File: src/core/lfwe_pkg.sv
// Constants, types and contract list for the LIN frame and wake-up engine
// Contract
// - Send one serial bit per bit time
// - Compare read-back at clock 5 or 13
// - Two-stage synchroniser on bus receive pin
// - Start bit needs half bit low
// - Sample each data bit once per bit
// - Transmit buffers one to length in order
// - Store received bytes in order at stop
// - Wake frame start drives timed low pulse
// - Wake mismatch aborts right after that bit
// - Low count blocked until bus seen high
// - Wake threshold reached sets receive done
// - Low edge or low enable sets flag
// - Wake transmit aborts running low count
// - Summary fault is OR of six errors
// - First byte flag, never for zero length
// - Mismatch aborts after stop bit
// - Bus low before start is bus stuck
// - Checksum fault detection cannot be disabled
// - Timeout after 50 plus 14 per byte
// - Low stop bit gives framing fault, abort
// - First byte while receive done: overrun
// - Interrupt on enabled flag rise, ORed
// - Mode request and monitor encodings
// - Bit time is 8 or 16 ticks, one tick per divider plus one clocks
package lfwe_pkg;
   localparam logic [7:0]  ADR_MODE = 8'h00;
   localparam logic [7:0]  ADR_CTL  = 8'h04;
   localparam logic [7:0]  ADR_TXC  = 8'h08;
   localparam logic [7:0]  ADR_WAKE = 8'h0c;
   localparam logic [7:0]  ADR_RESP = 8'h10;
   localparam logic [7:0]  ADR_DIV  = 8'h14;
   localparam logic [7:0]  ADR_STAT = 8'h18;
   localparam logic [7:0]  ADR_ERR  = 8'h1c;
   localparam logic [7:0]  ADR_BUF  = 8'h20;
   localparam int          CTL_OSEL = 0;
   localparam int          CTL_TXIE = 1;
   localparam int          CTL_RXIE = 2;
   localparam int          CTL_ERIE = 3;
   localparam int          CTL_LDE  = 4;
   localparam int          CTL_DEN  = 8;
   localparam int          WK_TXL   = 0;
   localparam int          WK_RXL   = 4;
   localparam int          RS_LEN   = 0;
   localparam int          RS_DIR   = 4;
   localparam int          S_TXD    = 0;
   localparam int          S_RXD    = 1;
   localparam int          S_D1R    = 2;
   localparam int          S_LD     = 3;
   localparam int          S_ERR    = 4;
   localparam int          S_MON    = 6;
   localparam int          E_BIT    = 0;
   localparam int          E_PHY    = 1;
   localparam int          E_CSUM   = 2;
   localparam int          E_TOUT   = 3;
   localparam int          E_FRM    = 4;
   localparam int          E_OVR    = 5;
   localparam logic [5:0]  ERR_FORCE = 6'h04;
   localparam logic [13:0] RST_CTL  = 14'h3f00;
   localparam logic [15:0] RST_DIV  = 16'h0103;
   localparam logic [1:0]  MODE_WAKE = 2'h1;
   localparam logic [1:0]  MODE_OP   = 2'h3;
   localparam logic [1:0]  MON_WAKE  = 2'h2;
   localparam logic [1:0]  MON_OP    = 2'h3;
   localparam logic [1:0]  MON_RST   = 2'h0;
   localparam logic [3:0]  LAST8   = 4'h7;
   localparam logic [3:0]  LAST16  = 4'hf;
   localparam logic [3:0]  HALF8   = 4'h3;
   localparam logic [3:0]  HALF16  = 4'h7;
   localparam logic [3:0]  CMP8    = 4'h4;
   localparam logic [3:0]  CMP16   = 4'hc;
   localparam logic [3:0]  MAX_LEN = 4'h8;
   localparam logic [3:0]  STOP_IX = 4'h9;
   localparam logic [7:0]  TO_BASE = 8'd50;
   localparam logic [7:0]  TO_PER  = 8'd14;

   typedef enum logic [5:0] {
      ST_IDLE = 6'b000001,
      ST_TXB  = 6'b000010,
      ST_RXW  = 6'b000100,
      ST_RXV  = 6'b001000,
      ST_RXB  = 6'b010000,
      ST_WTX  = 6'b100000
   } lfwe_st_t;

   typedef struct packed {
      lfwe_st_t        st;
      logic [1:0]      mode_request;
      logic [13:0]     ctl;
      logic            frame_start_control;
      logic [3:0]      wake_transmit_length;
      logic [3:0]      wake_receive_threshold;
      logic [3:0]      response_length;
      logic            response_direction;
      logic [15:0]     div;
      logic [15:0]     pre;
      logic            transmit_done_flag;
      logic            receive_done_flag;
      logic            first_byte_received_flag;
      logic            low_edge_flag;
      logic [5:0]      err;
      logic [7:0][7:0] dbuf;
      logic [3:0]      sub;
      logic [3:0]      bidx;
      logic [3:0]      bno;
      logic [7:0]      shreg;
      logic [7:0]      csum;
      logic [7:0]      tout;
      logic            mism;
      logic [4:0]      wcnt;
      logic            armed;
      logic            sync1;
      logic            sync2;
      logic            prev;
      logic            lhist;
      logic            lde_p;
      logic            tx;
      logic            creq_p;
      logic            ld_p;
      logic            irq_c;
      logic            irq_l;
      logic [31:0]     rdata;
   } lfwe_state_t;
endpackage : lfwe_pkg

File: src/core/lfwe_core.sv
// LIN frame and wake-up engine, one channel, with register port
`timescale 1ns/100ps
module lfwe_core import lfwe_pkg::*; (
   input  wire logic        clock_i,
   input  wire logic        rst_i,
   input  wire logic [7:0]  adr_i,
   input  wire logic [31:0] wdata_i,
   input  wire logic        wr_i,
   input  wire logic        rd_i,
   output      logic [31:0] rdata_o,
   input  wire logic        bus_receive_pin_i,
   output      logic        bus_transmit_o,
   output      logic        chan_irq_o,
   output      logic        low_irq_o
);

   lfwe_state_t q;
   lfwe_state_t n;
   logic        tick;
   logic        bend;
   logic        cmpp;
   logic        halfp;
   logic        fall;
   logic        in_op;
   logic        in_wk;
   logic        infr;
   logic        stop;
   logic        creq;
   logic        ldset;
   logic        isbuf;
   logic [3:0]  last;
   logic [3:0]  hlast;
   logic [3:0]  nlen;
   logic [1:0]  mon;
   logic [5:0]  den;
   logic [5:0]  eset;
   logic [7:0]  tmax;
   logic [4:0]  wthr;

   function automatic logic [7:0] csum_add(input logic [7:0] a,
                                           input logic [7:0] b);
      logic [8:0] s;
      s = {1'b0, a} + {1'b0, b};
      csum_add = s[7:0] + {7'h00, s[8]};
   endfunction : csum_add

   // Next byte to send and running checksum
   function automatic logic [15:0] load_byte(input logic [3:0] k,
                                             input logic [3:0] nl,
                                             input logic [7:0] cs,
                                             input logic [7:0][7:0] db);
      if (k < nl) begin
         load_byte = {db[k[2:0]], csum_add(cs, db[k[2:0]])};
      end else begin
         load_byte = {~cs, cs};
      end
   endfunction : load_byte

   ////////////////////////////////////////////////////////////////////////
   // Next-state logic

   always_comb begin
      n      = q;
      eset   = 6'h00;
      stop   = 1'b0;
      n.irq_c = 1'b0;
      n.irq_l = 1'b0;
      n.rdata = 32'h0000_0000;
      in_op  = (q.mode_request == MODE_OP);
      in_wk  = (q.mode_request == MODE_WAKE);
      mon    = in_op ? MON_OP : (in_wk ? MON_WAKE : MON_RST);
      den    = q.ctl[CTL_DEN +: 6] | ERR_FORCE;
      nlen   = (q.response_length > MAX_LEN) ? MAX_LEN : q.response_length;
      tmax   = TO_BASE + ({4'h0, nlen} + 8'h01) * TO_PER;
      wthr   = {q.wake_receive_threshold, 1'b1};
      isbuf  = (adr_i[7:5] == ADR_BUF[7:5]) && (adr_i[1:0] == 2'h0);

      // Bit engine clock and bit phase
      tick   = (q.pre == q.div);
      n.pre  = tick ? 16'h0000 : q.pre + 16'h0001;
      last   = q.ctl[CTL_OSEL] ? LAST16 : LAST8;
      hlast  = q.ctl[CTL_OSEL] ? HALF16 : HALF8;
      bend   = tick && (q.sub == last);
      cmpp   = tick && (q.sub == (q.ctl[CTL_OSEL] ? CMP16 : CMP8));
      halfp  = tick && ((q.sub == hlast) || (q.sub == last));
      if (tick) begin
         n.sub = bend ? 4'h0 : q.sub + 4'h1;
      end

      // Receive pin synchroniser
      n.sync1 = bus_receive_pin_i;
      n.sync2 = q.sync1;
      n.prev  = q.sync2;
      fall    = q.prev && !q.sync2;
      n.armed = (q.st == ST_WTX) ? 1'b0 : (q.armed | q.sync2);
      n.wcnt  = (q.st == ST_IDLE && in_wk) ? q.wcnt : 5'h00;
      infr    = q.st inside {ST_TXB, ST_RXW, ST_RXV, ST_RXB};
      if (infr && bend) begin
         n.tout = q.tout + 8'h01;
      end

      // Register writes; hardware sets below win over clears
      if (wr_i) begin
         if (adr_i == ADR_MODE) begin
            n.mode_request = wdata_i[1:0];
         end else if (adr_i == ADR_CTL) begin
            n.ctl = wdata_i[13:0];
         end else if (adr_i == ADR_TXC) begin
            n.frame_start_control = q.frame_start_control | wdata_i[0];
         end else if (adr_i == ADR_WAKE) begin
            n.wake_transmit_length   = wdata_i[WK_TXL +: 4];
            n.wake_receive_threshold = wdata_i[WK_RXL +: 4];
         end else if (adr_i == ADR_RESP) begin
            n.response_length    = wdata_i[RS_LEN +: 4];
            n.response_direction = wdata_i[RS_DIR];
         end else if (adr_i == ADR_DIV) begin
            n.div = wdata_i[15:0];
         end else if (adr_i == ADR_STAT) begin
            n.transmit_done_flag = q.transmit_done_flag & wdata_i[S_TXD];
            n.receive_done_flag  = q.receive_done_flag & wdata_i[S_RXD];
            n.first_byte_received_flag =
               q.first_byte_received_flag & wdata_i[S_D1R];
            n.low_edge_flag      = q.low_edge_flag & wdata_i[S_LD];
         end else if (adr_i == ADR_ERR) begin
            n.err = q.err & wdata_i[5:0];
         end else if (isbuf) begin
            n.dbuf[adr_i[4:2]] = wdata_i[7:0];
         end
      end

      // Register reads, data valid in the following cycle
      if (rd_i) begin
         if (adr_i == ADR_MODE) begin
            n.rdata[1:0] = q.mode_request;
         end else if (adr_i == ADR_CTL) begin
            n.rdata[13:0] = q.ctl;
         end else if (adr_i == ADR_TXC) begin
            n.rdata[0] = q.frame_start_control;
         end else if (adr_i == ADR_WAKE) begin
            n.rdata[WK_TXL +: 4] = q.wake_transmit_length;
            n.rdata[WK_RXL +: 4] = q.wake_receive_threshold;
         end else if (adr_i == ADR_RESP) begin
            n.rdata[RS_LEN +: 4] = q.response_length;
            n.rdata[RS_DIR]      = q.response_direction;
         end else if (adr_i == ADR_DIV) begin
            n.rdata[15:0] = q.div;
         end else if (adr_i == ADR_STAT) begin
            n.rdata[S_TXD]      = q.transmit_done_flag;
            n.rdata[S_RXD]      = q.receive_done_flag;
            n.rdata[S_D1R]      = q.first_byte_received_flag;
            n.rdata[S_LD]       = q.low_edge_flag;
            n.rdata[S_ERR]      = |q.err;
            n.rdata[S_MON +: 2] = mon;
         end else if (adr_i == ADR_ERR) begin
            n.rdata[5:0] = q.err;
         end else if (isbuf) begin
            n.rdata[7:0] = q.dbuf[adr_i[4:2]];
         end
      end

      // Frame and wake-up sequencing
      case (q.st)
         ST_IDLE: begin
            if (q.frame_start_control && in_wk) begin
               n.st   = ST_WTX;
               n.sub  = 4'h0;
               n.pre  = 16'h0000;
               n.bidx = 4'h0;
               n.mism = 1'b0;
               n.tx   = 1'b0;
               n.wcnt = 5'h00;
            end else if (q.frame_start_control && in_op) begin
               n.tout = 8'h00;
               n.bno  = 4'h0;
               n.csum = 8'h00;
               n.sub  = 4'h0;
               n.pre  = 16'h0000;
               n.bidx = 4'h0;
               n.mism = 1'b0;
               if (!q.response_direction) begin
                  n.st = ST_RXW;
               end else if (!q.sync2 && den[E_PHY]) begin
                  eset[E_PHY] = 1'b1;
                  stop = 1'b1;
               end else begin
                  n.st = ST_TXB;
                  n.tx = 1'b0;
                  {n.shreg, n.csum} = load_byte(4'h0, nlen, 8'h00, q.dbuf);
               end
            end else if (in_wk && q.armed && halfp) begin
               if (q.sync2) begin
                  n.wcnt = 5'h00;
               end else begin
                  n.wcnt = q.wcnt + ((&q.wcnt) ? 5'h00 : 5'h01);
                  if (q.wcnt == wthr - 5'h01) begin
                     n.receive_done_flag = 1'b1;
                  end
               end
            end
         end
         ST_TXB: begin
            if (cmpp && (q.sync2 != q.tx) && den[E_BIT]) begin
               eset[E_BIT] = 1'b1;
               n.mism = 1'b1;
               if (q.bidx == 4'h0 && den[E_PHY]) begin
                  eset[E_PHY] = 1'b1;
               end
            end
            if (bend) begin
               n.bidx = q.bidx + 4'h1;
               if (q.bidx == 4'h0) begin
                  n.tx = q.shreg[0];
               end else if (q.bidx < 4'h8) begin
                  n.shreg = q.shreg >> 1;
                  n.tx    = q.shreg[1];
               end else if (q.bidx == 4'h8) begin
                  n.tx = 1'b1;
               end else if (q.mism) begin
                  stop = 1'b1;
               end else if (q.bno == nlen) begin
                  n.transmit_done_flag = 1'b1;
                  stop = 1'b1;
               end else begin
                  n.bno  = q.bno + 4'h1;
                  n.bidx = 4'h0;
                  n.tx   = 1'b0;
                  {n.shreg, n.csum} =
                     load_byte(q.bno + 4'h1, nlen, q.csum, q.dbuf);
               end
            end
         end
         ST_RXW: begin
            if (fall) begin
               n.st  = ST_RXV;
               n.sub = 4'h0;
               n.pre = 16'h0000;
            end
         end
         ST_RXV: begin
            if (tick && q.sub == hlast) begin
               if (q.sync2) begin
                  n.st = ST_RXW;
               end else begin
                  n.st   = ST_RXB;
                  n.sub  = 4'h0;
                  n.bidx = 4'h0;
               end
            end
         end
         ST_RXB: begin
            if (bend) begin
               if (q.bidx < 4'h8) begin
                  n.shreg = {q.sync2, q.shreg[7:1]};
                  n.bidx  = q.bidx + 4'h1;
               end else if (!q.sync2 && den[E_FRM]) begin
                  eset[E_FRM] = 1'b1;
                  stop = 1'b1;
               end else if (q.bno == nlen) begin
                  if (q.shreg != ~q.csum) begin
                     eset[E_CSUM] = 1'b1;
                  end else begin
                     n.receive_done_flag = 1'b1;
                  end
                  stop = 1'b1;
               end else if (q.bno == 4'h0 && q.receive_done_flag &&
                            den[E_OVR]) begin
                  eset[E_OVR] = 1'b1;
                  stop = 1'b1;
               end else begin
                  n.dbuf[q.bno[2:0]] = q.shreg;
                  n.csum = csum_add(q.csum, q.shreg);
                  n.bno  = q.bno + 4'h1;
                  n.st   = ST_RXW;
                  if (q.bno == 4'h0) begin
                     n.first_byte_received_flag = 1'b1;
                  end
               end
            end
         end
         ST_WTX: begin
            if (cmpp && q.sync2 && den[E_BIT]) begin
               eset[E_BIT] = 1'b1;
               n.mism = 1'b1;
            end
            if (bend) begin
               n.bidx = q.bidx + 4'h1;
               if (q.mism) begin
                  stop = 1'b1;
               end else if (q.bidx == q.wake_transmit_length) begin
                  n.transmit_done_flag = 1'b1;
                  stop = 1'b1;
               end
            end
         end
         default: begin
            stop = 1'b1;
         end
      endcase

      if (infr && in_op && q.tout == tmax && den[E_TOUT]) begin
         eset[E_TOUT] = 1'b1;
         stop = 1'b1;
      end
      if (stop) begin
         n.st = ST_IDLE;
         n.frame_start_control = 1'b0;
         n.tx = 1'b1;
      end
      n.err = n.err | eset;
      if (!in_op && !in_wk) begin
         n.st   = ST_IDLE;
         n.frame_start_control = 1'b0;
         n.tx   = 1'b1;
         n.prev = 1'b0;
      end

      // Low-edge catch and interrupt requests
      ldset   = q.ctl[CTL_LDE] && !q.sync2 && (q.lhist || !q.lde_p);
      n.lhist = q.sync2;
      n.lde_p = q.ctl[CTL_LDE];
      if (ldset) begin
         n.low_edge_flag = 1'b1;
      end
      creq = (q.transmit_done_flag & q.ctl[CTL_TXIE]) |
             (q.receive_done_flag & q.ctl[CTL_RXIE]) |
             ((|q.err) & q.ctl[CTL_ERIE]);
      n.creq_p = creq;
      n.irq_c  = creq & !q.creq_p;
      n.ld_p   = q.low_edge_flag;
      n.irq_l  = q.low_edge_flag & !q.ld_p;
   end

   ////////////////////////////////////////////////////////////////////////
   // State register

   always_ff @(posedge clock_i or posedge rst_i) begin
      if (rst_i) begin
         q     <= '0;
         q.st  <= ST_IDLE;
         q.ctl <= RST_CTL;
         q.div <= RST_DIV;
         q.tx  <= 1'b1;
      end else begin
         q <= n;
      end
   end

   assign rdata_o        = q.rdata;
   assign bus_transmit_o = q.tx;
   assign chan_irq_o     = q.irq_c;
   assign low_irq_o      = q.irq_l;
endmodule : lfwe_core

File: config.mk
export PLATFORM = sky130hd
export DESIGN_NAME = lfwe_core
export DESIGN_NICKNAME = d
export VERILOG_FILES = /design/src/core/lfwe_pkg.sv /design/src/core/lfwe_core.sv
export SDC_FILE = /design/constraint.sdc
export NUM_CORES = 1
export LEC_CHECK = 0
export BUFFER_PORTS_ARGS = -buffer_cell sky130_fd_sc_hd__buf_2
export CAP_MARGIN = 20
export CORE_ASPECT_RATIO = 1.75
export CORE_MARGIN = 1
export CORE_UTILIZATION = 56
export DETAILED_ROUTE_END_ITERATION = 12
export PLACE_DENSITY_LB_ADDON = 0.12
export SLEW_MARGIN = 5
export SYNTH_ARGS = -nofsm -noshare
export SYNTH_HDL_FRONTEND = slang
export SYNTH_SLANG_ARGS = --single-unit
File: constraint.sdc
create_clock -name clock_i -period 16.1 [get_ports clock_i]
set_input_delay 0.805 -clock clock_i [delete_from_list [all_inputs] [get_ports clock_i]]
set_output_delay 0.805 -clock clock_i [all_outputs]
set_load 0.01 [all_outputs]
# Word level (Yosys, flattened, before mapping)
# Cells that the tools add are included.
# word_totals
register_bits	211
in_bits	45
out_inout_bits	35
word_cells	452
# op_classes
n_addsub	13
multipliers	1
magnitude_cmp	9
eq_ne	75
n_mux	222
n_bitwise	21
n_reduce_logical	68
# op_table
operator	n
2-to-1 mux 74 bit	7
2-to-1 mux 64 bit	8
2-to-1 mux 8 bit	29
2-to-1 mux 16 bit	11
2-to-1 mux 24 bit	6
bitwise mux 64 bit	2
2-to-1 mux 6 bit	16
2-to-1 mux 30 bit	3
2-to-1 mux 1 bit	74
2-to-1 mux 70 bit	1
2-to-1 mux 11 bit	6
case mux 20 bit (3 select lines)	1
2-to-1 mux 4 bit	13
binary-select mux 8 bit (select 3 bit)	2
demux 8 bit (select 3 bit)	2
2-to-1 mux 5 bit	9
!= test 2 bit (second input constant)	22
2-to-1 mux 37 bit	1
equality test 8 x 5 -> 1 bit (second input constant)	4
case mux 16 bit (2 select lines)	1
logical AND 1 bit	29
2-to-1 mux 29 bit	1
2-to-1 mux 14 bit	2
2-to-1 mux 28 bit	1
86 further kinds	158

# Depth between registers and ports, before layout
# depth
depth_word	23
mapped_depth	20
depth_no_buf	18

# Worst setup path before layout
# OpenSTA, ideal clock, no wires.
# synth_timing
kind	reg2reg
from	register q[73] (netlist bit)
to	register q[64] (netlist bit)
setup_time_ps	126
arrival_ps	4819
required_ps	15974
path_slack_ps	11155
stages_incl_launch_ff	20
path_buffers	3
synth_period_minus_slack_ps	4945
cell_sequence	dfrtp_1 > clkbuf_1 > inv_1 > ha_1 > buf_2 > buf_1 > mux4_2 > mux2_2 > ha_1 > a21oi_1 > a21boi_0 > o31ai_1 > nand2b_1 > a21o_1 > ha_1 > and3_1 > nand4_1 > o21ai_0 > and3b_1 > o32a_1
# synth_via
elab_chain_cells	13
elab_cells_between_ends	23
# synth_rtl
element	line	text
start, declared	lfwe_core.sv:17	lfwe_state_t q;
start signal, assigned	lfwe_core.sv:344	q <= n;
adder 4 x 1 -> 4 bit	lfwe_core.sv:228	load_byte(q.bno + 4'h1, nlen, q.csum, q.dbuf);
binary-select mux 8 bit (select 3 bit)	lfwe_core.sv:53	load_byte = {db[k[2:0]], csum_add(cs, db[k[2:0]])};
2-to-1 mux 8 bit (implied by the code)	lfwe_core.sv:53	
adder 8 x 8 -> 9 bit	lfwe_core.sv:43	s = {1'b0, a} + {1'b0, b};
adder 8 x 1 -> 8 bit	lfwe_core.sv:44	csum_add = s[7:0] + {7'h00, s[8]};
2-to-1 mux 16 bit	lfwe_core.sv:52	if (k < nl) begin
2-to-1 mux 24 bit	lfwe_core.sv:220	end else if (q.bno == nlen) begin
2-to-1 mux 24 bit	lfwe_core.sv:218	end else if (q.mism) begin
2-to-1 mux 24 bit	lfwe_core.sv:216	end else if (q.bidx == 4'h8) begin
2-to-1 mux 8 bit	lfwe_core.sv:213	end else if (q.bidx < 4'h8) begin
2-to-1 mux 24 bit	lfwe_core.sv:211	if (q.bidx == 4'h0) begin
2-to-1 mux 24 bit	lfwe_core.sv:209	if (bend) begin
case mux 20 bit (3 select lines)	lfwe_core.sv:162	case (q.st)
# Several ways; a longest one is shown, not always the timed one. The select of a mux whose other input is x is not followed.
# A chain may end at the register's enable or synchronous reset.

# Worst setup path after layout
# layout_timing
from	register q[74] (netlist bit)
to	register q[64] (netlist bit)
# The elaborated chain is that of the path after synthesis.

==> impl_metrics.yaml <==
layout:
  final_cells: 1721
  fillers: 2066
  final_core_util_pct: 61.4
  fin_area_um2: 14800
  nets: 1486
  syn2layout_area_growth_pct: 7.19
  drive_above_1_share_pct: 16.8
floorplan:
  core.rowCount: 75
  num_io_pins: 80
  die_area_um2: 25300
  start_util_pct: 57.3
  core_um2: 24100
  die_w_um: 121
  die_y_um: 210
cts:
  cts-resized-gates: 0
  cts_max_level: 1
  cts_setup_buffers: 0
  cts_tree: "yes"
  clk_path_buf_depth: 3
  numCtsBuffers: 23
  clock-sinks: 211
  clk_pin_slew_ps: 60
  cts_hold_buf: 0
  clock_latency_ps: 550
  root_buffer: "clkbuf_16"
critical_path:
  endpoint_kind: "flip-flop"
  startpoint_type: "flip-flop"
  arrival_ps: 5660
  worstPathRequired_ps: 16520
  critical_path_class: "flip-flop to flip-flop"
  cp_max_fo: 11
synth:
  synth_fa_ha_area_share_pct: 4.38
  ys_seq_elements: 211
  synth_seq_area_share_pct: 38.3
  synthCells: 1412
  async_reset_ff_share_pct: 100
  synth-edff-count: 0
  synth-simple-area-share_pct: 16.4
  synth_xor_area_share_pct: 5.61
  synth_flop_cell: "dfrtp_1"
  synthMuxAreaShare_pct: 15.8
  ys.warnings.count: 0
  synth_top_family_by_area: "simple AND/OR/NAND/NOR gates"
  avgSynthCellArea_um2: 9.79
  syn-cell-area_um2: 13800
  synthDistinctLibCells: 93
  synth_compound_area_share_pct: 14.2
sta:
  fin_crit_ps: 5240
  rsz0062_at_grt: "false"
  max_freq_mhz: 191
  finalSetupViolCount: 0
  post-route-period-util_pct: 32.5
  maxSlewViolCount: 0
  relSlewSlack_pct: 21.8
  holdWs_ps: 350
  finalHoldViolCount: 0
  final.setup.tns_ps: 0
  clock_skew_ps: 14.2
  worst_pin_slew_ps: 1170
global_route:
  grt_usage_pct: 31.8
  grt_overflow: 0
  antenna_found_initial: 0
  grt_pass1_vias: 10900
  grt_pass1_wl_um: 61200
  grt_max_degree: 137
routing:
  drt_first_pass_iters: 7
  drc: 0
  drt-initial-drc-count: 922
  ant_nets: 0
  num_vias: 11000
  wl_per_cell_um: 22.9
  wl_um: 39300
  viasPerCell: 6.40
power_and_ir_drop:
  peakVddDrop_mv: 0.0817
  p_leak_nw: 6.40
  pwr_density_cell_nw_per_um2: 88.9
place:
  dpl_cell_area_um2: 14000
  placed_cells: 1678
  dp_hpwl_um: 28300
  port_buffers: 47
  place.gp.congestion: 0.952
flow_run:
  max-cap-violations: 0
min_path:
  holdCritPathClass: "flip-flop to flip-flop"
outcome:
  status: "finished clean"
metrics by stage:
stage	total power (W)	worst slack, ps
finish	0.00132	10860
global route	0.00136	10510
CTS	0.00133	10820
detailed placement	0.000766	10840
global placement	0.000760	10870
floorplan	0.000721	9550
kinds of logic (layout without fill, tap and decap cells):
logic type                 after synthesis  after routing
and+or+nand+nor                        442            442
DFF                                    211            211
other                                    2             19
adders and majority gates               46             46
muxes                                  170            170
buffers and inverters                  153            137
xor gates and xnor gates                87             87
AOI/OAI and AO/OA                      301            301
worst paths after layout:
path	from	end	slack (ps)	depth (start not counted)
worst max register to register	q[74]	q[64]	10860	18
worst min-delay path	n[40]	n[38]	350	0
min in group asynchronous	rst_i	n[38]	460	2
worst max-delay path	q[74]	q[64]	10860	18
max in group asynchronous	rst_i	q[52]	14040	3
worst min register to register	n[40]	n[38]	350	0
cell type report:
cell class	instances	area, µm²	area share, %
multi-input cells	1064	7870	53.1
inverters	38	150	1.01
flip-flops and latches	211	5290	35.7
repair buffers	57	310	2.09
diodes	1	2.50	0.0169
clock buffers	34	687	4.64
well taps	308	385	2.60
clock inverters	8	115	0.777
layer usage:
metal | global-route usage (%) | part of all wire (%)
met1 | 36.9 | 37
met2 | 56.0 | 52
met3 | 3.18 | 4.8
met4 | 19.7 | 6.3
met5 | 0 | 0
critical path, stage by stage (launching register included):
cell      delay [ps]
dfrtp_1          570
inv_1            160
ha_1             610
buf_4            360
mux4_2           530
mux2_2           330
ha_1             230
fa_1             450
nand3_1          110
a21boi_0         120
o31ai_1          260
nand2b_1         100
a21o_1           190
ha_1             190
and3_1           210
nand4_1          110
o21ai_0           70
and3b_1          200
o32a_1           320
flip-flops by register name (all words and copies together) (netlist names):
| signal | cells |
|---|---|
| den | 5 |
| low_irq_o | 1 |
| chan_irq_o | 1 |
| bus_transmit_o | 1 |
| rdata_o | 16 |
| q | 183 |
| n | 4 |
synthesized netlist by cell type (all sizes together) (6+ instances only):
cell    count  area (µm²)
a31oi       9        56.3
and2       10        62.6
mux2i      74         741
xnor2      33         289
nor3       15        80.1
or2         6        37.5
a31o        6        52.6
and3       15        93.8
nor4       20         210
xor2       53         464
ha         42         526
o21ai      88         440
or3         6        37.5
nand4      16         115
nor2      142         546
o31ai      10        75.1
clkbuf     59         221
nor3b       9        72.6
a21oi      75         405
dfstp      11         289
a22oi      21         158
nand2     114         428
inv        37         139
dfrtp     200        5000
mux2       64         721
or4         6        52.6
buf        56         362
a221oi      8        70.1
o22ai       7        43.8
o211ai     17         128
nand2b     13        81.3
mux4       32         721
nand3      38         190
nor2b      11        68.8
report_power, final:
group	internal [W]	switching (W)
Combinational	0.0000662	0.0000967
Sequential	0.000559	0.0000360
Clock	0.000331	0.000229
layout by cell type (no fill, tap or decap), types with 7 or more instances in the layout:
| cell | synthesis | routed |
|---|---|---|
| dfstp_2 | 11 | 11 |
| o21ai_0 | 76 | 76 |
| a31oi_1 | 9 | 9 |
| xor2_1 | 53 | 53 |
| nor3b_1 | 8 | 8 |
| xnor2_1 | 33 | 33 |
| nand4_1 | 15 | 15 |
| mux2_1 | 8 | 8 |
| o22ai_1 | 7 | 7 |
| ha_1 | 42 | 42 |
| a21oi_2 | 8 | 8 |
| a22oi_1 | 21 | 21 |
| conb_1 | 2 | 18 |
| nand2_1 | 114 | 114 |
| a21oi_1 | 67 | 67 |
| nor3_1 | 14 | 14 |
| clkbuf_16 | 0 | 23 |
| buf_4 | 33 | 10 |
| and2_1 | 10 | 10 |
| nor4_1 | 12 | 12 |
| clkbuf_8 | 0 | 7 |
| mux2_2 | 56 | 56 |
| a221oi_1 | 8 | 8 |
| and3_1 | 15 | 15 |
| nor2b_1 | 11 | 11 |
| nor2_1 | 139 | 139 |
| mux2i_1 | 74 | 74 |
| buf_2 | 16 | 47 |
| nand3_1 | 38 | 38 |
| inv_1 | 36 | 35 |
| nand2b_1 | 13 | 13 |
| o211ai_1 | 17 | 17 |
| o21ai_1 | 12 | 12 |
| dfrtp_1 | 200 | 200 |
| mux4_2 | 32 | 32 |
| o31ai_1 | 10 | 10 |
Power figures use the tool's default switching activity.
